File: src/lids_defs.svh
// Offsets, field positions, codes and reset values of the init command sequencer
`ifndef LIDS_DEFS_SVH
`define LIDS_DEFS_SVH
// ==========================================
// Register map (byte addresses)
`define LIDS_ADDR_W      16
`define LIDS_OFF_CMD     15'h0000
`define LIDS_OFF_CFG     15'h0004
`define LIDS_OFF_PAD     15'h0008
`define LIDS_OFF_DEVINFO 15'h000C
`define LIDS_OFF_TCAL    15'h0010
`define LIDS_MEM_BIT     15
// ==========================================
// Fields
`define LIDS_MODE_RNG    2:0
`define LIDS_MRS_RNG     15:8
`define LIDS_MRDATA_RNG  23:16
`define LIDS_DAI_BIT     31
`define LIDS_CALIB_RNG   1:0
`define LIDS_INBUF_RNG   17:16
`define LIDS_MFR_RNG     7:0
`define LIDS_REV1_RNG    15:8
`define LIDS_ORG_RNG     23:16
`define LIDS_MR0_DAI     0
`define LIDS_MR0_RZQ_RNG 4:3
// ==========================================
// Codes and reset values
`define LIDS_MODE_NORMAL 3'h0
`define LIDS_MODE_NOP    3'h1
`define LIDS_MODE_LPCMD  3'h7
`define LIDS_IDX_MR0     8'h00
`define LIDS_IDX_MR1     8'h01
`define LIDS_IDX_MR2     8'h02
`define LIDS_IDX_MR3     8'h03
`define LIDS_IDX_MFR     8'h05
`define LIDS_IDX_REV1    8'h06
`define LIDS_IDX_ORG     8'h08
`define LIDS_IDX_ZQ      8'h0A
`define LIDS_IDX_PASR    8'h10
`define LIDS_IDX_RESET   8'h3F
`define LIDS_CALIB_INIT  2'h3
`define LIDS_INBUF_OPEN  2'h3
`define LIDS_RST_MODE    3'h1
`endif

File: src/lids_pkg.sv
// Types shared by the init command sequencer and its link stage
package lids_pkg;
	typedef enum logic [2:0] {
		LIDS_CMD_NOP   = 3'h1,
		LIDS_CMD_RESET = 3'h2,
		LIDS_CMD_ZQCAL = 3'h3,
		LIDS_CMD_MRW   = 3'h4,
		LIDS_CMD_MRR   = 3'h5
	} lids_cmd_t;

	typedef enum logic [3:0] {
		LK_IDLE  = 4'h1,
		LK_WAIT  = 4'h2,
		LK_DRIVE = 4'h4,
		LK_CAPT  = 4'h8
	} lids_lk_st_t;

	typedef struct packed {
		logic [2:0]  ck_sync;
		logic        lvl;
		logic [7:0]  dq1;
		logic [7:0]  dq2;
		logic [7:0]  dq3;
		lids_lk_st_t st;
		lids_cmd_t   cmd;
		logic [7:0]  ma;
		logic [7:0]  op;
		logic        vld;
		logic        oe;
		logic        rvld;
		logic [7:0]  rdata;
	} lids_lk_state_t;

	typedef struct packed {
		logic [2:0]  mode;
		logic [7:0]  mode_reg_index;
		logic [7:0]  mrdata;
		logic        auto_init_flag;
		logic [1:0]  calib;
		logic [1:0]  inbuf;
		logic [23:0] devinfo;
		logic [1:0]  zqr;
		logic [31:0] rdata;
		logic        err;
		logic        start;
		lids_cmd_t   cmd;
		logic [7:0]  op;
		logic        dwr;
		logic [14:0] daddr;
		logic [31:0] dwdata;
	} lids_state_t;
endpackage

File: src/lids_cmd_link.sv
// Link stage: holds one command on the memory pins from one link clock rise to the next
`timescale 1ns/10ps
`include "lids_defs.svh"
module lids_cmd_link (
	// Clock and reset
	input  wire logic               core_clk,
	input  wire logic               reset_n,
	// Request from the sequencer
	input  wire logic               start,
	input  wire lids_pkg::lids_cmd_t cmd_in,
	input  wire logic [7:0]         ma_in,
	input  wire logic [7:0]         op_in,
	output logic                    busy,
	// Memory pins
	input  wire logic               link_ck,
	output lids_pkg::lids_cmd_t     mem_cmd,
	output logic                    mem_cmd_vld,
	output logic [7:0]              mem_ma,
	input  wire logic [7:0]         mem_dq_in,
	output logic [7:0]              mem_dq_out,
	output logic                    mem_dq_oe,
	// Mode-register read return
	output logic                    rd_vld,
	output logic [7:0]              rd_idx,
	output logic [7:0]              rd_data
);
	import lids_pkg::*;

	lids_lk_state_t q;
	lids_lk_state_t d;
	logic           rise;

	// ==========================================
	// Edge finder: a rise counts once stages two and three agree high
	assign rise = (q.ck_sync[1] == q.ck_sync[2]) && q.ck_sync[2] && !q.lvl;

	always_comb begin
		d = q;
		d.rvld = 1'b0;
		d.ck_sync = {q.ck_sync[1:0], link_ck};
		if (q.ck_sync[1] == q.ck_sync[2]) begin
			d.lvl = q.ck_sync[2];
		end
		d.dq1 = mem_dq_in;
		d.dq2 = q.dq1;
		d.dq3 = q.dq2;
		unique case (q.st)
			LK_IDLE: begin
				if (start) begin
					d.cmd = cmd_in;
					d.ma = ma_in;
					d.op = op_in;
					d.st = LK_WAIT;
				end
			end
			LK_WAIT: begin
				if (rise) begin
					d.vld = 1'b1;
					d.oe = (q.cmd == LIDS_CMD_MRW) || (q.cmd == LIDS_CMD_ZQCAL);
					d.st = LK_DRIVE;
				end
			end
			LK_DRIVE: begin
				if (rise) begin
					d.vld = 1'b0;
					d.oe = 1'b0;
					d.st = (q.cmd == LIDS_CMD_MRR) ? LK_CAPT : LK_IDLE;
				end
			end
			LK_CAPT: begin
				// Data must be settled a whole link cycle; bus is not deskewed
				if (rise) begin
					d.rdata = q.dq3;
					d.rvld = 1'b1;
					d.st = LK_IDLE;
				end
			end
			default: d.st = LK_IDLE;
		endcase
	end

	always_ff @(posedge core_clk) begin
		if (!reset_n) begin
			q <= '0;
			q.st <= LK_IDLE;
			q.cmd <= LIDS_CMD_NOP;
		end else begin
			q <= d;
		end
	end

	assign busy = (q.st != LK_IDLE) || start;
	assign mem_cmd = q.cmd;
	assign mem_cmd_vld = q.vld;
	assign mem_ma = q.ma;
	assign mem_dq_out = q.op;
	assign mem_dq_oe = q.oe;
	assign rd_vld = q.rvld;
	assign rd_idx = q.ma;
	assign rd_data = q.rdata;
endmodule

File: src/lids_init_seq.sv
// Init command sequencer: APB registers, acknowledge decode and result capture
// How it works
// - A pending command goes out only when software writes anywhere in memory space.
// - Command mode with index 63 issues the memory reset command on acknowledge.
// - Index 10 issues ZQ calibration carrying the calibration type; software then sets 2.
// - Indexes 1, 2, 3 issue mode-register writes with the programmed operand.
// - Index 16 issues a mode-register write for partial array self refresh.
// - Command select 1 issues a NOP on the acknowledging write.
// - Read of index 5 stores the maker code in the device information register.
// - Read of index 6 stores revision one in the device information register.
// - Read of index 8 stores memory organisation in the device information register.
// - Read of index 0 stores resistor info and the auto-init flag.
// - Writing normal mode ends initialisation; memory writes, the next one included, pass through.
//
// The APB slave port and the register offsets are this design's own decisions.
`timescale 1ns/10ps
`include "lids_defs.svh"
module lids_init_seq (
	// Clock and reset
	input  wire logic                     core_clk,
	input  wire logic                     reset_n,
	// APB slave
	input  wire logic                     psel,
	input  wire logic                     penable,
	input  wire logic                     pwrite,
	input  wire logic [`LIDS_ADDR_W-1:0]  paddr,
	input  wire logic [31:0]              pwdata,
	output logic [31:0]                   prdata,
	output logic                          pready,
	output logic                          pslverr,
	// Memory link
	input  wire logic                     link_ck,
	output lids_pkg::lids_cmd_t           mem_cmd,
	output logic                          mem_cmd_vld,
	output logic [7:0]                    mem_ma,
	input  wire logic [7:0]               mem_dq_in,
	output logic [7:0]                    mem_dq_out,
	output logic                          mem_dq_oe,
	// Normal-mode write port
	output logic                          data_wr,
	output logic [`LIDS_ADDR_W-2:0]       data_addr,
	output logic [31:0]                   data_wdata,
	// Pad control
	output logic [1:0]                    in_buf_en
);
	import lids_pkg::*;

	lids_state_t     s_q;
	lids_state_t     s_d;
	logic            link_busy;
	logic            rd_vld;
	logic [7:0]      rd_idx;
	logic [7:0]      rd_data;
	logic            setup;
	logic            access;
	logic            is_mem;
	logic            ack;
	logic            reg_wr;
	logic            cmd_pending;
	logic [14:0]     off;
	lids_cmd_t       dec_cmd;

	// ==========================================
	// Bus decode
	assign setup = psel && !penable;
	assign access = psel && penable;
	assign is_mem = paddr[`LIDS_MEM_BIT];
	assign off = paddr[`LIDS_ADDR_W-2:0];
	assign cmd_pending = (s_q.mode != `LIDS_MODE_NORMAL);
	// Acknowledge stalls while the link still holds the previous command
	assign pready = !(access && is_mem && pwrite && cmd_pending && link_busy);
	assign ack = access && pready && pwrite && is_mem;
	assign reg_wr = access && pready && pwrite && !is_mem;

	// ==========================================
	// Command decode from mode and index
	always_comb begin
		dec_cmd = LIDS_CMD_NOP;
		if (s_q.mode == `LIDS_MODE_LPCMD) begin
			unique case (s_q.mode_reg_index)
				`LIDS_IDX_RESET: dec_cmd = LIDS_CMD_RESET;
				`LIDS_IDX_ZQ:    dec_cmd = LIDS_CMD_ZQCAL;
				`LIDS_IDX_MR0,
				`LIDS_IDX_MFR,
				`LIDS_IDX_REV1,
				`LIDS_IDX_ORG:   dec_cmd = LIDS_CMD_MRR;
				default:         dec_cmd = LIDS_CMD_MRW;
			endcase
		end
	end

	// ==========================================
	// Next state
	always_comb begin
		s_d = s_q;
		s_d.start = 1'b0;
		s_d.dwr = 1'b0;
		if (setup) begin
			s_d.err = 1'b0;
			s_d.rdata = '0;
			if (!is_mem) begin
				unique case (off)
					`LIDS_OFF_CMD: begin
						s_d.rdata[`LIDS_MODE_RNG] = s_q.mode;
						s_d.rdata[`LIDS_MRS_RNG] = s_q.mode_reg_index;
						s_d.rdata[`LIDS_MRDATA_RNG] = s_q.mrdata;
						s_d.rdata[`LIDS_DAI_BIT] = s_q.auto_init_flag;
					end
					`LIDS_OFF_CFG:     s_d.rdata[`LIDS_CALIB_RNG] = s_q.calib;
					`LIDS_OFF_PAD:     s_d.rdata[`LIDS_INBUF_RNG] = s_q.inbuf;
					`LIDS_OFF_DEVINFO: s_d.rdata[23:0] = s_q.devinfo;
					`LIDS_OFF_TCAL:    s_d.rdata[1:0] = s_q.zqr;
					default:           s_d.err = 1'b1;
				endcase
			end
		end
		if (reg_wr) begin
			unique case (off)
				`LIDS_OFF_CMD: begin
					s_d.mode = pwdata[`LIDS_MODE_RNG];
					s_d.mode_reg_index = pwdata[`LIDS_MRS_RNG];
					s_d.mrdata = pwdata[`LIDS_MRDATA_RNG];
				end
				`LIDS_OFF_CFG: s_d.calib = pwdata[`LIDS_CALIB_RNG];
				`LIDS_OFF_PAD: s_d.inbuf = pwdata[`LIDS_INBUF_RNG];
				default: ;
			endcase
		end
		if (ack) begin
			if (cmd_pending) begin
				// Only NOP and command modes reach the pins; other codes just acknowledge
				s_d.start = (s_q.mode == `LIDS_MODE_NOP) || (s_q.mode == `LIDS_MODE_LPCMD);
				s_d.cmd = dec_cmd;
				s_d.op = (dec_cmd == LIDS_CMD_ZQCAL) ? {6'h00, s_q.calib} : s_q.mrdata;
			end else begin
				s_d.dwr = 1'b1;
				s_d.daddr = off;
				s_d.dwdata = pwdata;
			end
		end
		// Closed input buffers read back as zero
		if (rd_vld) begin
			unique case (rd_idx)
				`LIDS_IDX_MFR:  s_d.devinfo[`LIDS_MFR_RNG] = (s_q.inbuf == `LIDS_INBUF_OPEN) ? rd_data : 8'h00;
				`LIDS_IDX_REV1: s_d.devinfo[`LIDS_REV1_RNG] = (s_q.inbuf == `LIDS_INBUF_OPEN) ? rd_data : 8'h00;
				`LIDS_IDX_ORG:  s_d.devinfo[`LIDS_ORG_RNG] = (s_q.inbuf == `LIDS_INBUF_OPEN) ? rd_data : 8'h00;
				`LIDS_IDX_MR0: begin
					s_d.zqr = (s_q.inbuf == `LIDS_INBUF_OPEN) ? rd_data[`LIDS_MR0_RZQ_RNG] : 2'h0;
					s_d.auto_init_flag = (s_q.inbuf == `LIDS_INBUF_OPEN) && rd_data[`LIDS_MR0_DAI];
				end
				default: ;
			endcase
		end
	end

	always_ff @(posedge core_clk) begin
		if (!reset_n) begin
			s_q <= '0;
			s_q.mode <= `LIDS_RST_MODE;
			s_q.cmd <= LIDS_CMD_NOP;
		end else begin
			s_q <= s_d;
		end
	end

	// ==========================================
	// Link stage
	lids_cmd_link u_link (
		.core_clk    (core_clk),
		.reset_n     (reset_n),
		.start       (s_q.start),
		.cmd_in      (s_q.cmd),
		.ma_in       (s_q.mode_reg_index),
		.op_in       (s_q.op),
		.busy        (link_busy),
		.link_ck     (link_ck),
		.mem_cmd     (mem_cmd),
		.mem_cmd_vld (mem_cmd_vld),
		.mem_ma      (mem_ma),
		.mem_dq_in   (mem_dq_in),
		.mem_dq_out  (mem_dq_out),
		.mem_dq_oe   (mem_dq_oe),
		.rd_vld      (rd_vld),
		.rd_idx      (rd_idx),
		.rd_data     (rd_data)
	);

	assign prdata = s_q.rdata;
	assign pslverr = s_q.err && access;
	assign data_wr = s_q.dwr;
	assign data_addr = s_q.daddr;
	assign data_wdata = s_q.dwdata;
	assign in_buf_en = s_q.inbuf;
endmodule

File: config.mk
export PLATFORM = sky130hd
export DESIGN_NAME = lids_init_seq
export DESIGN_NICKNAME = d
export VERILOG_FILES = /design/src/lids_pkg.sv /design/src/lids_cmd_link.sv /design/src/lids_init_seq.sv
export VERILOG_INCLUDE_DIRS = /design/src /design/src/src
export SDC_FILE = /design/constraint.sdc
export NUM_CORES = 1
export LEC_CHECK = 0
export BUFFER_PORTS_ARGS = -buffer_cell sky130_fd_sc_hd__buf_2
export CORE_MARGIN = 10
export CORE_UTILIZATION = 55
export CTS_CLUSTER_SIZE = 8
export DETAILED_ROUTE_END_ITERATION = 7
export PLACE_DENSITY_LB_ADDON = 0.15
export SLEW_MARGIN = 25
export SYNTH_ARGS = -nofsm -noshare
export SYNTH_HDL_FRONTEND = slang
export SYNTH_SLANG_ARGS = --single-unit
export TNS_END_PERCENT = 5
File: constraint.sdc
create_clock -name core_clk -period 2.7 [get_ports core_clk]
set_input_delay 0.135 -clock core_clk [delete_from_list [all_inputs] [get_ports core_clk]]
set_output_delay 0.135 -clock core_clk [all_outputs]
set_load 0.02 [all_outputs]
==> run summary <==
=====================================================================================
Outcome ................................................................    completed
Kind of start point of the critical path ...............................    flip-flop
First-pass GRT wire length .............................................     32800 µm
Total global routing overflow ..........................................            0
Placer congestion estimate .............................................        0.801
Proportion of synthesized chip area in sequential cells ................        47.8%
Clk sinks ..............................................................          198
Count of mapped cells out of synthesis .................................          929
Unique masters post-synth ..............................................           61
Worst-margin pin slew ..................................................     0.742 ns
Cell Pwr Density .......................................................   600 nW/µm²
Count of flip-flops with a built-in enable after synthesis .............            0
Hpwl dp ................................................................     14100 µm
Worst R2R Setup Slack ..................................................      0.60 ns
Critical Path Fanout Max ...............................................            8
Number of nets still failing antenna checks after routing ..............            0
Number of top-level pins ...............................................          167
Final hold vios ........................................................            0
Number of warnings issued by yosys .....................................            0
Cell area after layout .................................................     9570 µm²
Core area ..............................................................    14600 µm²
Met3 WL post-DR ........................................................      1470 µm
TNS Setup ..............................................................         0 ns
Starting DRT DRC Count .................................................          454
Worst Path Required ....................................................      2.99 ns
Highest routed layer ...................................................         met4
Post-synthesis async set-or-reset flop share ...........................           0%
CP max stage cell ......................................................        or4_1
Number of maximum-capacitance constraint violations ....................            0
Adder-cell share of the synthesized area ...............................       0.151%
CTS resizes ............................................................            0
Setup repair after global routing missed its margin ....................           no
Final WL ...............................................................     21200 µm
Critical Path End Type .................................................    flip-flop
Total Routing Usage GR .................................................        20.2%
Worst-case clock skew ..................................................   0.00841 ns
Largest net degree at the start of global routing ......................           70
DP Area ................................................................     8440 µm²
Maximum cell stage delay along the critical path .......................      0.74 ns
Die Wd .................................................................       143 µm
Die Ht .................................................................       143 µm
Via count of the first global-routing pass .............................         6147
Xor and xnor area share after synthesis ................................       0.317%
Post-DR wirelength/cell ................................................      17.3 µm
CTS tree ...............................................................        built
Multiplexer fraction of the synthesized cell area ......................        5.55%
Clock tree buffer depth ................................................            2
Max Clk Rate ...........................................................    0.477 GHz
Clock root buffer ......................................................    clkbuf_16
Post-layout min period .................................................      2.10 ns
Most common cell after layout, fill and taps aside .....................      dfxtp_1
Post-synthesis share of cell area spent on and, or, nand and nor gates .        21.6%
Share of the cycle needed by the critical path after routing ...........        77.7%
Dominant combinational cell family by area after synthesis ............. simple AND/OR/NAND/NOR gates
Post-synth design cell area ............................................     8290 µm²
Predominant post-synthesis flop cell ...................................      dfxtp_1
Initial antenna violation count ........................................            0
WP data arrival ........................................................      2.39 ns
Routed wl met2 .........................................................     10400 µm
Final setup viols ......................................................            0
Number of filler cells placed in the layout ............................         1239
Detailed-router iteration count before antenna repair ..................            5
Final core utilization .................................................        65.4%
Highest ir drop seen on vdd ............................................     0.447 mV
Total Nets Final .......................................................         1090
Total leakage power ....................................................   0.00403 µW
IO Port Bufs ...........................................................          159
CTS Buf Count ..........................................................           17
Register clock-pin slew on the reported worst setup and hold paths .....      0.07 ns
Max-slew violation count ...............................................            0
# rows .................................................................           44
Synthesized area per cell ..............................................     8.92 µm²
Drc violations .........................................................            0
Compound-gate portion of the synthesized area ..........................        11.8%
Clock latency of the later-clocked register in the worst-skew pair .....      0.43 ns
Number of flip-flops and latches in the synthesized netlist ............          198
Vias per Instance ......................................................         5.37
Die area ...............................................................    20400 µm²
Share of cells above drive strength 1 ..................................        21.4%
Effective utilization at floorplan .....................................        56.6%
Area Overhead vs Synth .................................................        15.5%
Type of the tightest min-delay check ...................................    in -> reg
Detailed-route via count ...............................................         6569
Setup Crit Path Kind ...................................................   reg -> reg
M1 WL ..................................................................      9060 µm
H-Tree Level Count .....................................................            4
Headroom to the max-slew limit .........................................        50.2%
Highest-count cells in the layout ignoring fill and taps ............... dfxtp_1 (198), nand2_1 (159), buf_2 (159), a21oi_1 (88), dlygate4sd3_1 (53)
Ordered cell list for the critical path ................................ or4_4 -> or4_1 -> mux2i_1 -> nor2_1
=====================================================================================
Yosys cell counts, types with 9 or more instances:
master    number  area share, %
o21ai_0       14           0.85
and3_1        27            2.0
a22o_1         9           0.95
nand2_1      159            7.2
mux2i_1       46            5.6
and2_1        28            2.1
o21ai_1       16           0.97
nand3_1       28            1.7
nor3_1        11           0.66
clkbuf_1      40            1.8
buf_4        101            9.1
nor2_1        45            2.0
a221o_1       16            1.9
a21oi_1       88            5.3
dfxtp_1      198             48
registers in the layout (all words and copies together), names as in the netlist, 14 cells and up:
signal,count
s_q,61
data_wdata,32
prdata,25
u_link.d,18
data_addr,15
u_link.q,14
worst paths after layout:
| path | from | cells after the start | end |
|---|---|---|---|
| setup reg to reg | u_link.mem_ma[7] | 4 | s_q[98] |
| hold / removal | paddr[4] | 3 | data_addr[4] |
| hold reg to reg | u_link.d[48] | 1 | u_link.d[40] |
| setup / recovery | u_link.mem_ma[7] | 4 | s_q[98] |
cell families after synthesis:
kind of cell / count (synthesis)
compound gates: 164
xor+xnor: 3
fa+ha+maj: 1
buf+inv: 162
flops: 198
mux: 46
other cells: 1
simple gates: 354
stage by stage:
step | power (µW) | std cells | setup slack [ns] | hold slack [ns]
after detailed placement | 3200 | 1139 | 0.625 | 0.344
final | 5740 | 1224 | 0.602 | 0.0431
after floorplan | 3130 | 935 | 0.843 | 0.262
after global routing | 5920 | 1223 | 0.513 | 0.0459
after CTS | 5780 | 1223 | 0.611 | 0.0254
after global placement | 3200 | 1139 | 0.657 | 0.340
layer usage:
layer  track usage (%)  vias up
met5                 0        -
met4              5.70        0
met3              6.24       18
met2              33.3      201
met1              24.9     3084
li1                  -     3266
cell type report:
cell class                      count  area, µm²  area share (%)
Clock inverter                      7       93.8           0.980
Clock buffer                       24        502            5.24
Timing Repair Buffer              228       1450            15.1
Multi-Input combinational cell    575       3310            34.5
Tap cell                          184        230            2.41
Antenna cell                        1       2.50          0.0261
Sequential cell                   198       3960            41.4
Inverter                            7       27.5           0.288
critical path: cells and delay by family (launching register included):
| kind | cells | cell delay (ns) |
|---|---|---|
| muxes | 1 | 0.24 |
| and+or+nand+nor | 3 | 1.40 |
| DFF | 1 | 0.33 |
power by group:
part | internal (µW) | switching, µW | total, µW | leakage, µW
Sequential | 2940 | 6.05 | 2940 | 0.00160
Clock | 1480 | 1060 | 2540 | 0.000288
Combinational | 114 | 141 | 254 | 0.00214
what timing repair did:
item	CTS	global route
setup buffers	0	0
hold endpoints to repair	75	0
hold buffers	53	0
endpoints found under the setup margin	0	0
Note: power is estimated with default switching activity, not from simulation.
